<file path="config.mk">
export PLATFORM = sky130hd
export DESIGN_NAME = idfs_status_bank
export DESIGN_NICKNAME = d
export VERILOG_FILES = /design/src/rtl/idfs_status_bank.v
export VERILOG_INCLUDE_DIRS = /design/src /design/src/rtl
export SDC_FILE = /design/constraint.sdc
export NUM_CORES = 1
export LEC_CHECK = 0
export ABC_AREA = 1
export BUFFER_PORTS_ARGS = -buffer_cell sky130_fd_sc_hd__clkbuf_2
export CORE_MARGIN = 2
export CORE_UTILIZATION = 30
export CTS_CLUSTER_SIZE = 28
export DETAILED_ROUTE_END_ITERATION = 10
export PLACE_DENSITY = 0.71
export SETUP_SLACK_MARGIN = 0.02
export SKIP_CTS_REPAIR_TIMING = 1
export SLEW_MARGIN = 10
export SYNTH_ARGS = -nofsm -noshare
export SYNTH_HDL_FRONTEND = slang
export SYNTH_SLANG_ARGS = --single-unit
</file>
<file path="constraint.sdc">
create_clock -name i_clock -period 1.2 [get_ports i_clock]
set_input_delay 0.06 -clock i_clock [delete_from_list [all_inputs] [get_ports i_clock]]
set_output_delay 0.06 -clock i_clock [all_outputs]
set_load 0.005 [all_outputs]
</file>
<file path="src/rtl/idfs_map.vh">
// Constants for the isolated-side fault status bank: field positions, reset values.
// Assumes inclusion by the status bank module only.
`ifndef IDFS_MAP_VH
`define IDFS_MAP_VH
`define IDFS_STAT_RESET        16'h0000
// Status A fields
`define IDFS_A_SUPPLY_LOW      7
`define IDFS_A_CLAMP           6
`define IDFS_A_SW_OVERTEMP     5
`define IDFS_A_REG_ILIMIT      3
`define IDFS_A_SHORT           2
`define IDFS_A_OVERCURRENT     1
`define IDFS_A_SAT_LOSS        0
// Status B fields
`define IDFS_B_VCE_LEVEL       14
`define IDFS_B_WARM            13
`define IDFS_B_SHUTDOWN        12
`define IDFS_B_ALARM_OR        10
`define IDFS_B_WARNING_OR      9
`define IDFS_B_SELFTEST        8
`define IDFS_B_CLK_MISMATCH    7
`define IDFS_B_CFG_INTEGRITY   6
`define IDFS_B_TRIM_INTEGRITY  5
`define IDFS_B_READY           0
`endif

</file>
<file path="src/rtl/idfs_status_bank.v">
// Isolated-side fault status bank: two read-only 16-bit status registers.
// Assumes fault inputs synchronous to i_clock; register reads arrive as strobes
// from the serial interface decoder.
//
// Functional notes
// RULE_01 - Supply-low flag bit 7 sets on undervoltage unless disable bit set.
// RULE_02 - Collector-clamp flag bit 6 sets on clamp soft turn-off when enabled.
// RULE_03 - Switch over-temp bit 5 sets when enabled inputs one/three/five over threshold.
// RULE_04 - Regulator current-limit bit 3 sets while regulator is in current limit.
// RULE_05 - Short-circuit bit 2 sets when enabled inputs two/four/six exceed threshold.
// RULE_06 - Over-current bit 1 sets when enabled inputs two/four/six exceed threshold.
// RULE_07 - Saturation-loss bit 0 sets when saturation-sense pin exceeds threshold.
// RULE_08 - Status B bit 14 shows present collector-emitter voltage level.
// RULE_09 - Warm-warning bit 13 sets when die temperature exceeds warning threshold.
// RULE_10 - Warm-warning clears only after temperature drops then host reads status B.
// RULE_11 - Thermal-shutdown bit 12 sets when die temperature exceeds shutdown threshold.
// RULE_12 - Bit 10 is the OR of faults routed to the alarm pin.
// RULE_13 - Bit 9 is the OR of faults routed to the warning pin.
// RULE_14 - Self-test bit 8 sets if latent self-test fails at power-up.
// RULE_15 - Clock-mismatch bit 7 sets when barrier clock disagrees with local clock.
// RULE_16 - Config-integrity bit 6 sets on config change during active mode.
// RULE_17 - Config-integrity also sets on scratch or reserved writes in configuration two.
// RULE_18 - Status B bit 0 reads one once isolated side is ready.
// RULE_19 - Both registers read-only, reset to zero, host writes ignored.
`timescale 1ns/1ps
`include "idfs_map.vh"

module idfs_status_bank (
   // Clock and reset
   input  wire        i_clock,
   input  wire        i_reset,
   // Configuration bits
   input  wire        i_iso_supply_low_disable,
   input  wire        i_collector_clamp_enable,
   input  wire [2:0]  i_temp_input_enable,
   input  wire [2:0]  i_current_input_enable,
   // Raw detector levels
   input  wire        i_supply_below_threshold,
   input  wire        i_clamp_soft_turnoff,
   input  wire [2:0]  i_temp_over_threshold,
   input  wire        i_regulator_in_limit,
   input  wire [2:0]  i_current_over_short,
   input  wire [2:0]  i_current_over_oc,
   input  wire        i_saturation_over_threshold,
   input  wire        i_collector_voltage_level,
   input  wire        i_die_over_warning,
   input  wire        i_die_over_shutdown,
   input  wire [15:0] i_alarm_route_mask,
   input  wire [15:0] i_warning_route_mask,
   input  wire        i_selftest_failed,
   input  wire        i_clock_mismatch,
   input  wire        i_trim_integrity_error,
   input  wire        i_iso_side_ready,
   // Mode and configuration events
   input  wire        i_active_mode,
   input  wire        i_config_two_state,
   input  wire        i_config_bit_changed,
   input  wire        i_scratch_or_reserved_write,
   // Register access strobes
   input  wire        i_read_status_a,
   input  wire        i_read_status_b,
   input  wire        i_write_status,
   // Read data and fault pins
   output reg  [15:0] o_read_data,
   output wire        o_alarm_out_n,
   output wire        o_warning_out_n
);

   ////////////////////////////////////////////////////////////////////////////////
   // Status registers and their next values
   reg  [15:0] status_a_reg;
   reg  [15:0] status_b_reg;
   reg  [15:0] read_data_next;
   wire [15:0] status_a_next;
   wire [15:0] status_b_next;

   // Per-bit set terms of status A
   wire [15:0] set_a;

   // Per-bit controls of status B: set, clear, live select and live value
   wire [15:0] set_b;
   wire [15:0] clear_b;
   wire [15:0] live_sel_b;
   wire [15:0] live_val_b;

   // Qualified fault conditions
   wire        supply_low_hit;
   wire        clamp_hit;
   wire        switch_hot_hit;
   wire        regulator_limit_hit;
   wire        short_hit;
   wire        overcurrent_hit;
   wire        saturation_hit;
   wire        warm_hit;
   wire        warm_release;
   wire        shutdown_hit;
   wire        selftest_hit;
   wire        clock_mismatch_hit;
   wire        config_active_hit;
   wire        config_two_hit;
   wire        config_integrity_hit;
   wire        trim_integrity_hit;

   // Sticky flags that feed the pin summaries
   wire        warm_flag;
   wire        shutdown_flag;
   wire        selftest_flag;
   wire        clock_mismatch_flag;
   wire        config_integrity_flag;

   // Fault summaries feeding the two pins
   wire [15:0] fault_vector;
   wire        alarm_or;
   wire        warning_or;

   genvar      bit_idx;

   ////////////////////////////////////////////////////////////////////////////////
   // Any enabled input of a three-input group over its threshold
   function any_enabled;
      input [2:0] hit;
      input [2:0] en;
      begin
         any_enabled = |(hit & en);
      end
   endfunction

   // Next value of one status bit; a set beats a clear in the same cycle
   function flag_next;
      input cur;
      input set;
      input clr;
      input live_sel;
      input live_val;
      begin
         if (live_sel) begin
            flag_next = live_val;
         end else if (set) begin
            flag_next = 1'b1;
         end else if (clr) begin
            flag_next = 1'b0;
         end else begin
            flag_next = cur;
         end
      end
   endfunction

   ////////////////////////////////////////////////////////////////////////////////
   // Status A conditions: supply and clamp
   assign supply_low_hit      = i_supply_below_threshold & ~i_iso_supply_low_disable; // RULE_01
   assign clamp_hit           = i_clamp_soft_turnoff & i_collector_clamp_enable; // RULE_02

   // Status A conditions: switch temperature, regulator and current inputs
   assign switch_hot_hit      = any_enabled(i_temp_over_threshold,
                                            i_temp_input_enable); // RULE_03
   assign regulator_limit_hit = i_regulator_in_limit; // RULE_04
   assign short_hit           = any_enabled(i_current_over_short,
                                            i_current_input_enable); // RULE_05
   assign overcurrent_hit     = any_enabled(i_current_over_oc,
                                            i_current_input_enable); // RULE_06

   // Status A conditions: saturation sense
   assign saturation_hit      = i_saturation_over_threshold; // RULE_07

   // Status B conditions: die temperature
   assign warm_hit            = i_die_over_warning; // RULE_09
   assign warm_release        = i_read_status_b & ~i_die_over_warning; // RULE_10
   assign shutdown_hit        = i_die_over_shutdown; // RULE_11

   // Status B conditions: self-test, clock and configuration integrity
   assign selftest_hit         = i_selftest_failed; // RULE_14
   assign clock_mismatch_hit   = i_clock_mismatch; // RULE_15
   assign config_active_hit    = i_active_mode & i_config_bit_changed; // RULE_16
   assign config_two_hit       = i_config_two_state & i_scratch_or_reserved_write; // RULE_17
   assign config_integrity_hit = config_active_hit | config_two_hit;
   assign trim_integrity_hit   = i_trim_integrity_error & (i_active_mode | i_config_two_state);

   ////////////////////////////////////////////////////////////////////////////////
   // Status A set terms; bit 4 and the upper byte stay zero
   assign set_a[15:8]                 = 8'h00;
   assign set_a[`IDFS_A_SUPPLY_LOW]   = supply_low_hit;
   assign set_a[`IDFS_A_CLAMP]        = clamp_hit;
   assign set_a[`IDFS_A_SW_OVERTEMP]  = switch_hot_hit;
   assign set_a[4]                    = 1'b0;
   assign set_a[`IDFS_A_REG_ILIMIT]   = regulator_limit_hit;
   assign set_a[`IDFS_A_SHORT]        = short_hit;
   assign set_a[`IDFS_A_OVERCURRENT]  = overcurrent_hit;
   assign set_a[`IDFS_A_SAT_LOSS]     = saturation_hit;

   ////////////////////////////////////////////////////////////////////////////////
   // Status B set terms: die temperature
   assign set_b[15]                    = 1'b0;
   assign set_b[`IDFS_B_VCE_LEVEL]     = 1'b0;
   assign set_b[`IDFS_B_WARM]          = warm_hit;
   assign set_b[`IDFS_B_SHUTDOWN]      = shutdown_hit;
   assign set_b[11]                    = 1'b0;
   assign set_b[`IDFS_B_ALARM_OR]      = 1'b0;
   assign set_b[`IDFS_B_WARNING_OR]    = 1'b0;

   // Status B set terms: self-test, clock and integrity; bits 4 to 1 stay zero
   assign set_b[`IDFS_B_SELFTEST]       = selftest_hit;
   assign set_b[`IDFS_B_CLK_MISMATCH]   = clock_mismatch_hit;
   assign set_b[`IDFS_B_CFG_INTEGRITY]  = config_integrity_hit;
   assign set_b[`IDFS_B_TRIM_INTEGRITY] = trim_integrity_hit;
   assign set_b[4:1]                    = 4'h0;
   assign set_b[`IDFS_B_READY]          = 1'b0;

   // Status B clear: only the warm warning is cleared by a read
   assign clear_b[15:14]         = 2'h0;
   assign clear_b[`IDFS_B_WARM]  = warm_release; // RULE_10
   assign clear_b[12:0]          = 13'h0000;

   // Status B live mirror select
   assign live_sel_b[15]                  = 1'b0;
   assign live_sel_b[`IDFS_B_VCE_LEVEL]   = 1'b1;
   assign live_sel_b[13:11]               = 3'h0;
   assign live_sel_b[`IDFS_B_ALARM_OR]    = 1'b1;
   assign live_sel_b[`IDFS_B_WARNING_OR]  = 1'b1;
   assign live_sel_b[8:1]                 = 8'h00;
   assign live_sel_b[`IDFS_B_READY]       = 1'b1;

   // Status B live mirror values
   assign live_val_b[15]                  = 1'b0;
   assign live_val_b[`IDFS_B_VCE_LEVEL]   = i_collector_voltage_level; // RULE_08
   assign live_val_b[13:11]               = 3'h0;
   assign live_val_b[`IDFS_B_ALARM_OR]    = alarm_or; // RULE_12
   assign live_val_b[`IDFS_B_WARNING_OR]  = warning_or; // RULE_13
   assign live_val_b[8:1]                 = 8'h00;
   assign live_val_b[`IDFS_B_READY]       = i_iso_side_ready; // RULE_18

   ////////////////////////////////////////////////////////////////////////////////
   // Sticky flags routed to the pin summaries
   assign warm_flag             = status_b_reg[`IDFS_B_WARM];
   assign shutdown_flag         = status_b_reg[`IDFS_B_SHUTDOWN];
   assign selftest_flag         = status_b_reg[`IDFS_B_SELFTEST];
   assign clock_mismatch_flag   = status_b_reg[`IDFS_B_CLK_MISMATCH];
   assign config_integrity_flag = status_b_reg[`IDFS_B_CFG_INTEGRITY];

   // Fault vector: status A low byte, then the status B sticky faults except trim integrity
   assign fault_vector[7:0]   = status_a_reg[7:0];
   assign fault_vector[8]     = config_integrity_flag;
   assign fault_vector[9]     = clock_mismatch_flag;
   assign fault_vector[10]    = selftest_flag;
   assign fault_vector[11]    = shutdown_flag;
   assign fault_vector[12]    = warm_flag;
   assign fault_vector[15:13] = 3'h0;

   assign alarm_or            = |(fault_vector & i_alarm_route_mask); // RULE_12
   assign warning_or          = |(fault_vector & i_warning_route_mask); // RULE_13

   ////////////////////////////////////////////////////////////////////////////////
   // Per-bit next state
   generate
      for (bit_idx = 0; bit_idx < 16; bit_idx = bit_idx + 1) begin : g_status_bits
         // Status A bit: sticky only
         assign status_a_next[bit_idx] = flag_next(status_a_reg[bit_idx], set_a[bit_idx],
                                                   1'b0, 1'b0, 1'b0);
         // Status B bit: sticky, read-cleared or live
         assign status_b_next[bit_idx] = flag_next(status_b_reg[bit_idx], set_b[bit_idx],
                                                   clear_b[bit_idx], live_sel_b[bit_idx],
                                                   live_val_b[bit_idx]);
      end
   endgenerate

   ////////////////////////////////////////////////////////////////////////////////
   // Read data select; status A wins when both strobes arrive together
   always @* begin
      read_data_next = o_read_data;
      if (i_read_status_a) begin
         read_data_next = status_a_reg;
      end else if (i_read_status_b) begin
         read_data_next = status_b_reg;
      end
   end

   ////////////////////////////////////////////////////////////////////////////////
   // Status A register
   always @(posedge i_clock) begin
      if (i_reset) begin
         status_a_reg <= `IDFS_STAT_RESET; // RULE_19
      end else begin
         status_a_reg <= status_a_next;
      end
   end

   // Status B register; i_write_status deliberately has no path here
   always @(posedge i_clock) begin
      if (i_reset) begin
         status_b_reg <= `IDFS_STAT_RESET; // RULE_19
      end else begin
         status_b_reg <= status_b_next;
      end
   end

   // Read data register, held until the next read strobe
   always @(posedge i_clock) begin
      if (i_reset) begin
         o_read_data <= `IDFS_STAT_RESET;
      end else begin
         o_read_data <= read_data_next;
      end
   end

   ////////////////////////////////////////////////////////////////////////////////
   // Active-low fault pins follow the registered OR bits
   assign o_alarm_out_n   = ~status_b_reg[`IDFS_B_ALARM_OR];
   assign o_warning_out_n = ~status_b_reg[`IDFS_B_WARNING_OR];

endmodule

</file>
---- Word level (Yosys, flattened, before mapping) ----
Index checks and enable logic that the tools add are counted.
word-level totals
  flip-flop bits (word level) ............. 33
  input bits .............................. 69
  output and inout bits ................... 18
  word-level logic and storage cells ...... 43
cells by class
  multiplexer cells ....................... 4
  bitwise gates (word level) .............. 17
  reductions and logical operators ........ 7
operators with widths
  cell                                             number
  13-bit by 16-bit bitwise AND with 16-bit output  2
  16-bit 2-to-1 mux                                2
  16-bit OR reduction                              2
  3-bit bitwise AND                                3
  3-bit OR reduction                               3
  1-bit bitwise AND                                6
  1-bit NOT                                        4
  2-bit nonzero test                               2
  1-bit 2-to-1 mux                                 2
  1-bit OR                                         2

---- Longest topological paths before layout ----
Gate-level depths: netlist of run 1.
  depth in word-level cells ............... 4
  gate-level depth with buffers ........... 6
  mapped depth without buffers ............ 6

---- Worst setup path after synthesis of run 1 ----
OpenSTA, ideal clock, no wires.
  path type ............................... reg2reg
  start ................................... register status_a_reg[2]
  end ..................................... register status_b_reg[10]
  library setup time ...................... 0.109 ns
  arrival ................................. 0.640 ns
  required time ........................... 1.091 ns
  path slack .............................. 0.451 ns
  stages on the path, launching flop included .. 7
  buffers on the path ..................... 0
  cell sequence ........................... dfxtp_1 nand2_1 nand2_1 nor2_1 nand3_1 nand2_1 inv_1
between the ends
  word-level cells in the longest chain between the ends .. 2
RTL lines
  element                                          RTL line                source
  start: declaration                               idfs_status_bank.v:71   reg [15:0] status_a_reg;
  start signal: assignment                         idfs_status_bank.v:280  status_a_reg <= `IDFS_STAT_RESET;
  start signal: assignment                         idfs_status_bank.v:282  status_a_reg <= status_a_next;
  13-bit by 16-bit bitwise AND with 16-bit output  idfs_status_bank.v:248  assign alarm_or = |(fault_vector & i_alarm_route_mask);
  16-bit OR reduction                              idfs_status_bank.v:248
  end signal: assignment                           idfs_status_bank.v:289  status_b_reg <= `IDFS_STAT_RESET;
  end signal: assignment                           idfs_status_bank.v:291  status_b_reg <= status_b_next;
  end: declaration                                 idfs_status_bank.v:72   reg [15:0] status_b_reg;
No other way between the ends.
A chain may end at the register's enable or synchronous reset.

---- Worst setup path after layout of run 1 ----
  start ................................... register status_a_reg[2]
  end ..................................... register status_b_reg[9]
between the ends
  word-level cells in the longest chain between the ends .. 2
RTL lines
  element                                          RTL line                source
  13-bit by 16-bit bitwise AND with 16-bit output  idfs_status_bank.v:249  assign warning_or = |(fault_vector & i_warning_route_mask);
  16-bit OR reduction                              idfs_status_bank.v:249
No other way between the ends.

==> metrics.yaml, run 1 <==
power:
  finalPower_w: 0.00217
  power_per_cell_area_nw_per_um2: 1220
  maximum_vdd_drop_uv: 561
  leakagePower_nw: 1.00
critical_path:
  crit_path_start_kind: "register"
  crit_path_end_kind: "register"
  rr_startpoint: "status_a_reg[2]$_SDFFE_PP0P_"
  worst-endpoint-arrival_ns: 1.08
  critPathRequiredTime_ns: 1.37
  r2r_setup_slack_ns: 0.29
  r2r-end: "status_b_reg[9]$_SDFF_PP0_"
  timing.setup.critical_path_class: "reg2reg"
  crit_path_max_fanout: 4
  worstRegToRegCells: 6
synthesis:
  syn_inst: 183
  mapped_area_um2: 1270
  synthesis.area_per_instance_um2: 6.97
  netlist-cell-type-count: 18
  post_synthesis_sequential_element_count: 30
  synth.yosys.seq_area_share_pct: 47.1
  yosys_warnings: 0
timing:
  layout_worst_path_cycle_share_pct: 75.8
  clock.fmax_mhz: 1100
  final-max-slew-violation-count: 0
  fin_worst_hold_slack_ns: -0.0154
  finalWorstPathRequiredPeriod_ns: 0.909
  rsz0062_at_grt: "false"
  worst_clock_skew_ns: 0.00516
  timing.final.hold_violations: 4
  setup-violations-final: 0
  tns_ns: 0
clock_tree:
  cts_tree: "yes"
  ctsHtreeMaxLevel: 2
  number_of_buffers_between_clock_root_and_the_deepest_sink: 2
  ctsRootBufferMaster: "clkbuf_8"
  numCtsBuffers: 5
  clk_latency_ns: 0.27
  clock_transition_at_the_registers_of_the_reported_paths_ns: 0.06
  clock_sinks: 30
routing:
  drt.antenna.violating_nets: 0
  drc: 0
  finalWirelength_mm: 3.27
  drt-wirelength-per-cell_um: 10.4
  drtPass1Iterations: 4
  num_vias: 1378
  route.detailed.vias_per_inst: 4.39
  drt_iter0_markers: 40
status:
  failed_checks: "hold timing"
  status: "finished with violations"
floorplanning:
  placement_rows: 23
  initial_utilization_pct: 31.4
  full_die_area_um2: 4790
  boundaryPins: 87
  die_height_um: 69.2
  coreArea_um2: 4060
  floorplan.die.width_um: 69.2
min_path:
  hold_path.class: "in2reg"
  startpoint_of_the_tightest_hold_check_path: "i_iso_side_ready"
  min_path_cells: 3
  holdPathEnd: "status_b_reg[0]$_SDFF_PP0_"
finish:
  multi_input_comb_area_um2: 563
  filler_cells: 456
  areaGrowthSynthToFinish_pct: 39.7
  layout.nets: 333
  n_antenna_cell: 0
  seqCellArea_um2: 601
  post_route_cells_drive_above_1_share_pct: 33.3
  number_of_flip_flops_in_the_largest_register: 13
global_route:
  track_usage_pct: 14.2
  grt_max_degree: 14
  grt_pass1_wl_mm: 5.42
  grt_overflow_total: 0
  initial_antenna_violation_count: 0
  grt_pass1_vias: 1248
placement:
  port_buffers: 74
  detailed_place_hpwl_mm: 2.57
  routabilityCongestion: 0.756
run:
  timing.max_cap.violations: 0
==> cell families after synthesis <==
group	share of synthesized area, %
buffers and inverters	9.32
AND/OR/NAND/NOR	32.2
AO/OA/AOI/OAI	11.1
other	0.294
flip-flops	47.1
==> cells in the final DEF, fill, tap and decap left out, types with 3 or more instances in the layout <==
cell type and count:
nand3_1 8, a31oi_1 3, inv_1 14, inv_2 3, a21oi_1 12, dlygate4sd3_1 3, nand2_1 68, nor2_1 26
clkbuf_2 74, o21ai_1 4, clkbuf_8 5, conb_1 3, dfxtp_1 30
==> worst max-delay path by stage <==
stage	from	endpoint	slack, ns	depth (start not counted)
finish	status_a_reg[2]$_SDFFE_PP0P_	status_b_reg[9]$_SDFF_PP0_	0.29	6
CTS	status_a_reg[2]$_SDFFE_PP0P_	status_b_reg[9]$_SDFF_PP0_	0.29	6
floorplan	status_a_reg[2]$_SDFFE_PP0P_	status_b_reg[10]$_SDFF_PP0_	0.45	6
global placement	i_read_status_a	o_read_data[5]$_SDFFE_PP0P_	0.29	6
global route	status_a_reg[7]$_SDFFE_PP0P_	status_b_reg[9]$_SDFF_PP0_	0.21	6
detailed placement	i_read_status_a	o_read_data[6]$_SDFFE_PP0P_	0.27	6
==> final cells by class <==
cell class	count	area share [%]
Clock buffer	7	4.28
Inverter	17	3.58
Multi-Input combinational cell	131	31.6
Sequential cell	30	33.7
Tap cell	50	3.51
Timing Repair Buffer	79	23.3
==> critical path, cell delays in order (launching register included) <==
cell,delay [ns]
dfxtp_1,0.33
nand2_1,0.06
nand2_1,0.05
nor2_1,0.17
nand3_1,0.10
nand2_1,0.07
inv_1,0.04
==> synthesized netlist by cell type (all sizes together) <==
library cell,n,area [µm²]
o21ai,6,30.0
o211ai,2,25.0
buf,7,55.1
nor2,27,109
a22oi,1,7.51
dfxtp,30,601
nand3,8,40.0
conb,1,3.75
inv,17,63.8
nand2,69,262
a21oi,12,60.1
a31oi,3,18.8
==> power by group <==
| group | total (W) | switching, W | internal (W) |
|---|---|---|---|
| clock network | 0.000730 | 0.000332 | 0.000398 |
| logic | 0.000329 | 0.000165 | 0.000164 |
| registers | 0.00111 | 0.0000455 | 0.00106 |
| total | 0.00217 | 0.000543 | 0.00162 |
==> layer usage <==
metal | GRT usage (%) | vias to the layer above | wire [µm]
li1 | - | 725 | -
met1 | 17.1 | 598 | 1480
met2 | 23.5 | 47 | 1530
met3 | 3.92 | 8 | 214
met4 | 6.10 | 0 | 48
met5 | 0 | - | 0
==> through the flow <==
stage	worst slack, ns	hold WS, ns	instances	utilization (%)	area (µm²)
after floorplan	0.451	0.167	185	-	1280
after global placement	0.289	0.259	304	41.3	1680
after detailed placement	0.269	0.260	304	41.3	1680
after CTS	0.294	-0.0349	311	43.2	1750
after global routing	0.211	0.00733	314	43.9	1780
final	0.291	-0.0154	314	43.9	1780
(Power assumes the default switching activity.)
==> run 2: changes to the inputs <==
==> constraint.sdc (replaced) <==
create_clock -name i_clock -period 0.85 [get_ports i_clock]
set_input_delay 0.0425 -clock i_clock [delete_from_list [all_inputs] [get_ports i_clock]]
set_output_delay 0.0425 -clock i_clock [all_outputs]
set_load 0.005 [all_outputs]
==> metrics.yaml, run 2 (same netlist as run 1, synthesis figures left out) <==
status:
  status: "finished with violations"
  failed_checks: "hold timing, setup timing"
timing:
  tns_ns: -0.0320
  fin_worst_hold_slack_ns: -0.00594
  setup-violations-final: 1
  setup_slack_ns: -0.0320
  timing.final.hold_violations: 2
  worst_clock_skew_ns: 0.00241
  finalWorstPathRequiredPeriod_ns: 0.882
  layout_worst_path_cycle_share_pct: 104
  clock.fmax_mhz: 1130
  rsz0062_at_grt: "true"
  final-max-slew-violation-count: 0
placement:
  routabilityCongestion: 0.734
  detailed_place_hpwl_mm: 2.72
  port_buffers: 74
  preCtsSetupSlack_ns: -0.0265
finish:
  mostFrequentLayoutCell: "clkbuf_2"
  post_route_cells_drive_above_1_share_pct: 38.8
  mostFrequentLayoutCells: "74 x clkbuf_2, 67 x nand2_1, 25 x dfxtp_1, 23 x nor2_1, 13 x inv_1"
  number_of_flip_flops_in_the_largest_register: 13
  filler_cells: 426
  layout.nets: 345
  areaGrowthSynthToFinish_pct: 49.3
  n_antenna_cell: 0
global_route:
  initial_antenna_violation_count: 0
  grt_pass1_vias: 1311
  track_usage_pct: 14.9
  grt_overflow_total: 0
  grt_max_degree: 15
  grt_pass1_wl_mm: 5.60
clock_tree:
  cts_tree: "yes"
  clock_sinks: 30
  ctsHtreeMaxLevel: 2
  number_of_buffers_between_clock_root_and_the_deepest_sink: 2
  clk_latency_ns: 0.28
  ctsRootBufferMaster: "clkbuf_8"
  clock_transition_at_the_registers_of_the_reported_paths_ns: 0.06
  numCtsBuffers: 5
min_path:
  hold_path.class: "in2reg"
  min_path_cells: 3
power:
  leakagePower_nw: 1.06
  maximum_vdd_drop_uv: 660
  finalPower_w: 0.00316
  power_per_cell_area_nw_per_um2: 1660
floorplanning:
  full_die_area_um2: 4790
  coreArea_um2: 4060
  placement_rows: 23
  floorplan.die.width_um: 69.2
  die_height_um: 69.2
  initial_utilization_pct: 31.4
  boundaryPins: 87
critical_path:
  critPathRequiredTime_ns: 1.03
  worst-endpoint-arrival_ns: 1.06
  crit_path_max_fanout: 4
  worstRegToRegCells: 6
  crit_path_start_kind: "register"
  timing.setup.critical_path_class: "reg2reg"
  crit_path_end_kind: "register"
run:
  timing.max_cap.violations: 0
routing:
  num_vias: 1428
  drtPass1Iterations: 4
  drt_iter0_markers: 54
  drt.antenna.violating_nets: 0
  drt-wirelength-per-cell_um: 10.6
  drc: 0
  route.detailed.vias_per_inst: 4.38
  finalWirelength_mm: 3.44
==> run 2: cell types whose count changed in the layout (fill, tap and decap cells not counted) <==
cell,change
buf_4,+8
dfxtp_1,-5
dfxtp_2,+5
dlygate4sd3_1,+4
nor2_1,-3
nor2_2,+3
inv_1,-1
inv_2,+1
nand2_1,-1
nand2_2,+1
nand3_1,-1
nand3_2,+1
==> run 2: path summary, 6_finish.rpt <==
kind / startpoint / endpoint / slack, ns
min reg2reg: status_b_reg[10]$_SDFF_PP0_ / o_read_data[10]$_SDFFE_PP0P_ / 0.45
max: status_a_reg[0]$_SDFFE_PP0P_ / status_b_reg[9]$_SDFF_PP0_ / -0.03
max reg2reg: status_a_reg[0]$_SDFFE_PP0P_ / status_b_reg[9]$_SDFF_PP0_ / -0.03
min: i_supply_below_threshold / status_a_reg[7]$_SDFFE_PP0P_ / -0.006
==> run 2: routing by layer <==
layer / up-vias / share of wire (%) / GRT usage [%]
li1: 751 / - / -
met1: 618 / 44 / 18.1
met2: 52 / 47 / 23.4
met3: 7 / 6.4 / 4.07
met4: 0 / 1.7 / 8.71
met5: - / 0 / 0
==> run 2: worst max-delay path: stages (launching register included) <==
cell and delay [ns]:
dfxtp_2 0.34, nand2_1 0.05, nand2_1 0.06, nor2_2 0.13, nand3_1 0.09, nand2_1 0.07, inv_1 0.04
==> run 2: stage by stage <==
| stage | util [%] | cell area (µm²) | std cells |
|---|---|---|---|
| after floorplan | - | 1280 | 185 |
| after global placement | 42.8 | 1740 | 312 |
| after detailed placement | 42.8 | 1740 | 312 |
| after CTS | 44.7 | 1810 | 319 |
| after global routing | 46.9 | 1900 | 326 |
| final | 46.9 | 1900 | 326 |
==> run 2: cell type report <==
type                       count  area (µm²)  area share (%)
sequential                    30         607            31.9
multi-input combinational    131         578            30.4
timing repair buffer          91         515            27.1
clock buffer                   7        76.3            4.01
inverter                      17        63.8            3.35
tap                           50        62.6            3.29
==> run 2: where the power goes <==
group          total [W]  leakage (nW)  switching (W)  internal [W]
logic           0.000536         0.774       0.000257      0.000279
clock network    0.00106        0.0383       0.000500      0.000562
registers        0.00156         0.250      0.0000586       0.00150
==> run 3: changes to the inputs <==
--- a/config.mk
+++ b/config.mk
@@ -6,13 +6,12 @@
 export SDC_FILE = /design/constraint.sdc
 export NUM_CORES = 1
 export LEC_CHECK = 0
-export ABC_AREA = 1
 export BUFFER_PORTS_ARGS = -buffer_cell sky130_fd_sc_hd__clkbuf_2
 export CORE_MARGIN = 2
 export CORE_UTILIZATION = 30
 export CTS_CLUSTER_SIZE = 28
 export DETAILED_ROUTE_END_ITERATION = 10
-export PLACE_DENSITY = 0.71
+export PLACE_DENSITY = 0.72
 export SETUP_SLACK_MARGIN = 0.02
 export SKIP_CTS_REPAIR_TIMING = 1
 export SLEW_MARGIN = 10
==> metrics.yaml, run 3 <==
timing:
  worst_clock_skew_ns: 0.00125
  layout_worst_path_cycle_share_pct: 115
  finalWorstPathRequiredPeriod_ns: 0.974
  timing.final.hold_violations: 4
  setup-violations-final: 6
  clock.fmax_mhz: 1030
  rsz0062_at_grt: "true"
  final-max-slew-violation-count: 0
  setup_slack_ns: -0.124
  fin_worst_hold_slack_ns: -0.0100
floorplanning:
  boundaryPins: 87
  full_die_area_um2: 4460
  coreArea_um2: 3720
  floorplan.die.width_um: 66.8
  die_height_um: 66.8
  initial_utilization_pct: 31.8
  placement_rows: 22
placement:
  detailed_place_hpwl_mm: 2.64
  placed_cell_area_um2: 1770
  port_buffers: 74
  preCtsSetupSlack_ns: -0.127
  routabilityCongestion: 0.747
status:
  status: "finished with violations"
  failed_checks: "hold timing, setup timing"
power:
  leakagePower_nw: 0.984
  power_per_cell_area_nw_per_um2: 1680
  switching_share_pct: 23.4
  maximum_vdd_drop_uv: 1210
  power_frac_clock_pct: 33.5
  p_sw_w: 0.000758
  share_comb_of_total_power_pct: 18.0
  internal_power_summed_over_all_cells_w: 0.00248
  p_seq_share_pct: 48.4
synthesis:
  yosysTopAreaCell: "dfxtp_1"
  post_synthesis_sequential_element_count: 30
  netlist-cell-type-count: 19
  synth_enable_flop_cells: 0
  dominantRegCellSynth: "dfxtp_1"
  synth.area.top_cells: "dfxtp_1 51%, nor2_1 8.6%, mux2i_1 8.5%, a21oi_1 5.5%, a221oi_1 5.2%"
  synth_top_cell_area_share_pct: 50.8
  synth.yosys.seq_area_share_pct: 50.8
  most_common_cell_in_the_synthesized_netlist: "dfxtp_1"
  netlist_top_cells_count: "30 x dfxtp_1, 27 x nor2_1, 13 x a21oi_1"
  mapped_area_um2: 1180
  synth-async-reset-ratio_pct: 0
  synthesis.area_per_instance_um2: 9.61
  syn_inst: 123
  yosys_warnings: 0
finish:
  mostFrequentLayoutCells: "73 x clkbuf_2, 27 x nor2_1, 22 x dfxtp_1, 16 x buf_4, 11 x a21oi_1"
  filler_cells: 335
  number_of_flip_flops_in_the_largest_register: 13
  areaGrowthSynthToFinish_pct: 63.3
  post_route_cells_drive_above_1_share_pct: 53.8
  mostFrequentLayoutCell: "clkbuf_2"
  layout.cell_area.non_filler_um2: 1930
  seqCellArea_um2: 611
  multi_input_comb_area_um2: 578
  layout.nets: 291
  n_antenna_cell: 0
clock_tree:
  clock_transition_at_the_registers_of_the_reported_paths_ns: 0.06
  clk_latency_ns: 0.27
  ctsHtreeMaxLevel: 2
  numCtsBuffers: 5
  clock_sinks: 30
  number_of_buffers_between_clock_root_and_the_deepest_sink: 2
  cts_tree: "yes"
  ctsRootBufferMaster: "clkbuf_8"
global_route:
  initial_antenna_violation_count: 0
  grt_overflow_total: 0
  track_usage_pct: 15.9
  grt_pass1_wl_mm: 5.18
  grt_max_degree: 16
  grt_pass1_vias: 1183
critical_path:
  critical-path-max-stage-delay_ns: 0.32
  crit_chain: "a22o_1 > a221oi_2 > a31oi_1"
  crit_path_max_fanout: 3
  crit_path_top_delay_cell: "dfxtp_2"
  critPathRequiredTime_ns: 1.00
  crit_path_start_kind: "register"
  crit_path_end_kind: "register"
  timing.setup.critical_path_class: "reg2reg"
  worst-endpoint-arrival_ns: 1.12
routing:
  drt-wirelength-per-cell_um: 12.3
  drt_iter0_markers: 17
  num_vias: 1239
  drtPass1Iterations: 4
  finalWirelength_mm: 3.31
  route.detailed.vias_per_inst: 4.61
  drc: 0
  drt.antenna.violating_nets: 0
min_path:
  hold_path.class: "in2reg"
run:
  timing.max_cap.violations: 0
[run 3: cell count changes in the layout (fill, tap and decap cells not counted), moves of 4 or more]
| cell | before | now |
|---|---|---|
| nor2_1 | 23 | 27 |
| inv_1 | 13 | 5 |
| a221oi_2 | 0 | 6 |
| buf_6 | 0 | 4 |
| buf_4 | 10 | 16 |
| a22o_1 | 0 | 6 |
| inv_2 | 4 | 0 |
| mux2_4 | 0 | 4 |
| mux2i_1 | 0 | 10 |
| nand3_1 | 7 | 0 |
| nand2_1 | 67 | 0 |
| o21ai_1 | 4 | 0 |
[run 3: cells by family (layout without fill, tap and decap cells)]
family / Yosys count / in the layout / synth area share, %
buffers and inverters: 13 / 109 / 6.03
other: 1 / 3 / 0.317
DFF: 30 / 30 / 50.8
AOI/OAI and AO/OA: 32 / 32 / 18.5
and+or+nand+nor: 33 / 33 / 12.1
muxes: 14 / 14 / 12.3
[run 3: layout make-up]
| type | count | area share (%) |
|---|---|---|
| Sequential cell | 30 | 31.6 |
| Timing Repair Buffer | 98 | 30.1 |
| Multi-Input combinational cell | 82 | 29.9 |
| Clock buffer | 6 | 4.28 |
| Tap cell | 48 | 3.11 |
| Inverter | 5 | 0.972 |
[run 3: power by group through the flow]
stage,clock [W],combinational (W),sequential (W)
6_report,0.00109,0.000584,0.00157
5_1_grt,0.00119,0.000647,0.00158
3_3_place_gp,0,0.000544,0.00159
2_1_floorplan,0,0.000251,0.00159
4_1_cts,0.00113,0.000555,0.00156
3_5_place_dp,0,0.000552,0.00159
[run 3: final timing paths]
check | startpoint | end | slack, ns | cells after the start
min reg2reg | status_b_reg[5]$_SDFFE_PP0P_ | status_b_reg[5]$_SDFFE_PP0P_ | 0.45 | 2
max reg2reg | status_a_reg[3]$_SDFFE_PP0P_ | status_b_reg[9]$_SDFF_PP0_ | -0.12 | 3
max | status_a_reg[3]$_SDFFE_PP0P_ | status_b_reg[9]$_SDFF_PP0_ | -0.12 | 3
min | i_die_over_shutdown | status_b_reg[12]$_SDFFE_PP0P_ | -0.01 | 3
[run 3: metrics by stage]
step	utilization [%]	hold slack [ns]	setup TNS (ns)	power, W	std cells
5_1_grt	52.0	0.000188	-0.643	0.00342	269
3_5_place_dp	47.5	0.257	-0.331	0.00214	258
4_1_cts	49.7	-0.0366	-0.330	0.00324	264
6_report	52.0	-0.0100	-0.320	0.00324	269
2_1_floorplan	-	0.112	-0.0826	0.00184	125
3_3_place_gp	47.5	0.258	-0.213	0.00213	258
[run 3: routing by layer]
| metal | vias to the layer above | track usage, % | part of all wire [%] |
|---|---|---|---|
| li1 | 622 | - | - |
| met1 | 561 | 18.4 | 41 |
| met2 | 53 | 26.4 | 50 |
| met3 | 3 | 5.91 | 8.9 |
| met4 | 0 | 6.12 | 0.88 |
| met5 | - | 0 | 0 |
[run 3: critical path, delay by kind of cell, from the launching register on]
kind               cells  cell delay (ns)
AOI/OAI and AO/OA      3             0.53
DFF                    1             0.32
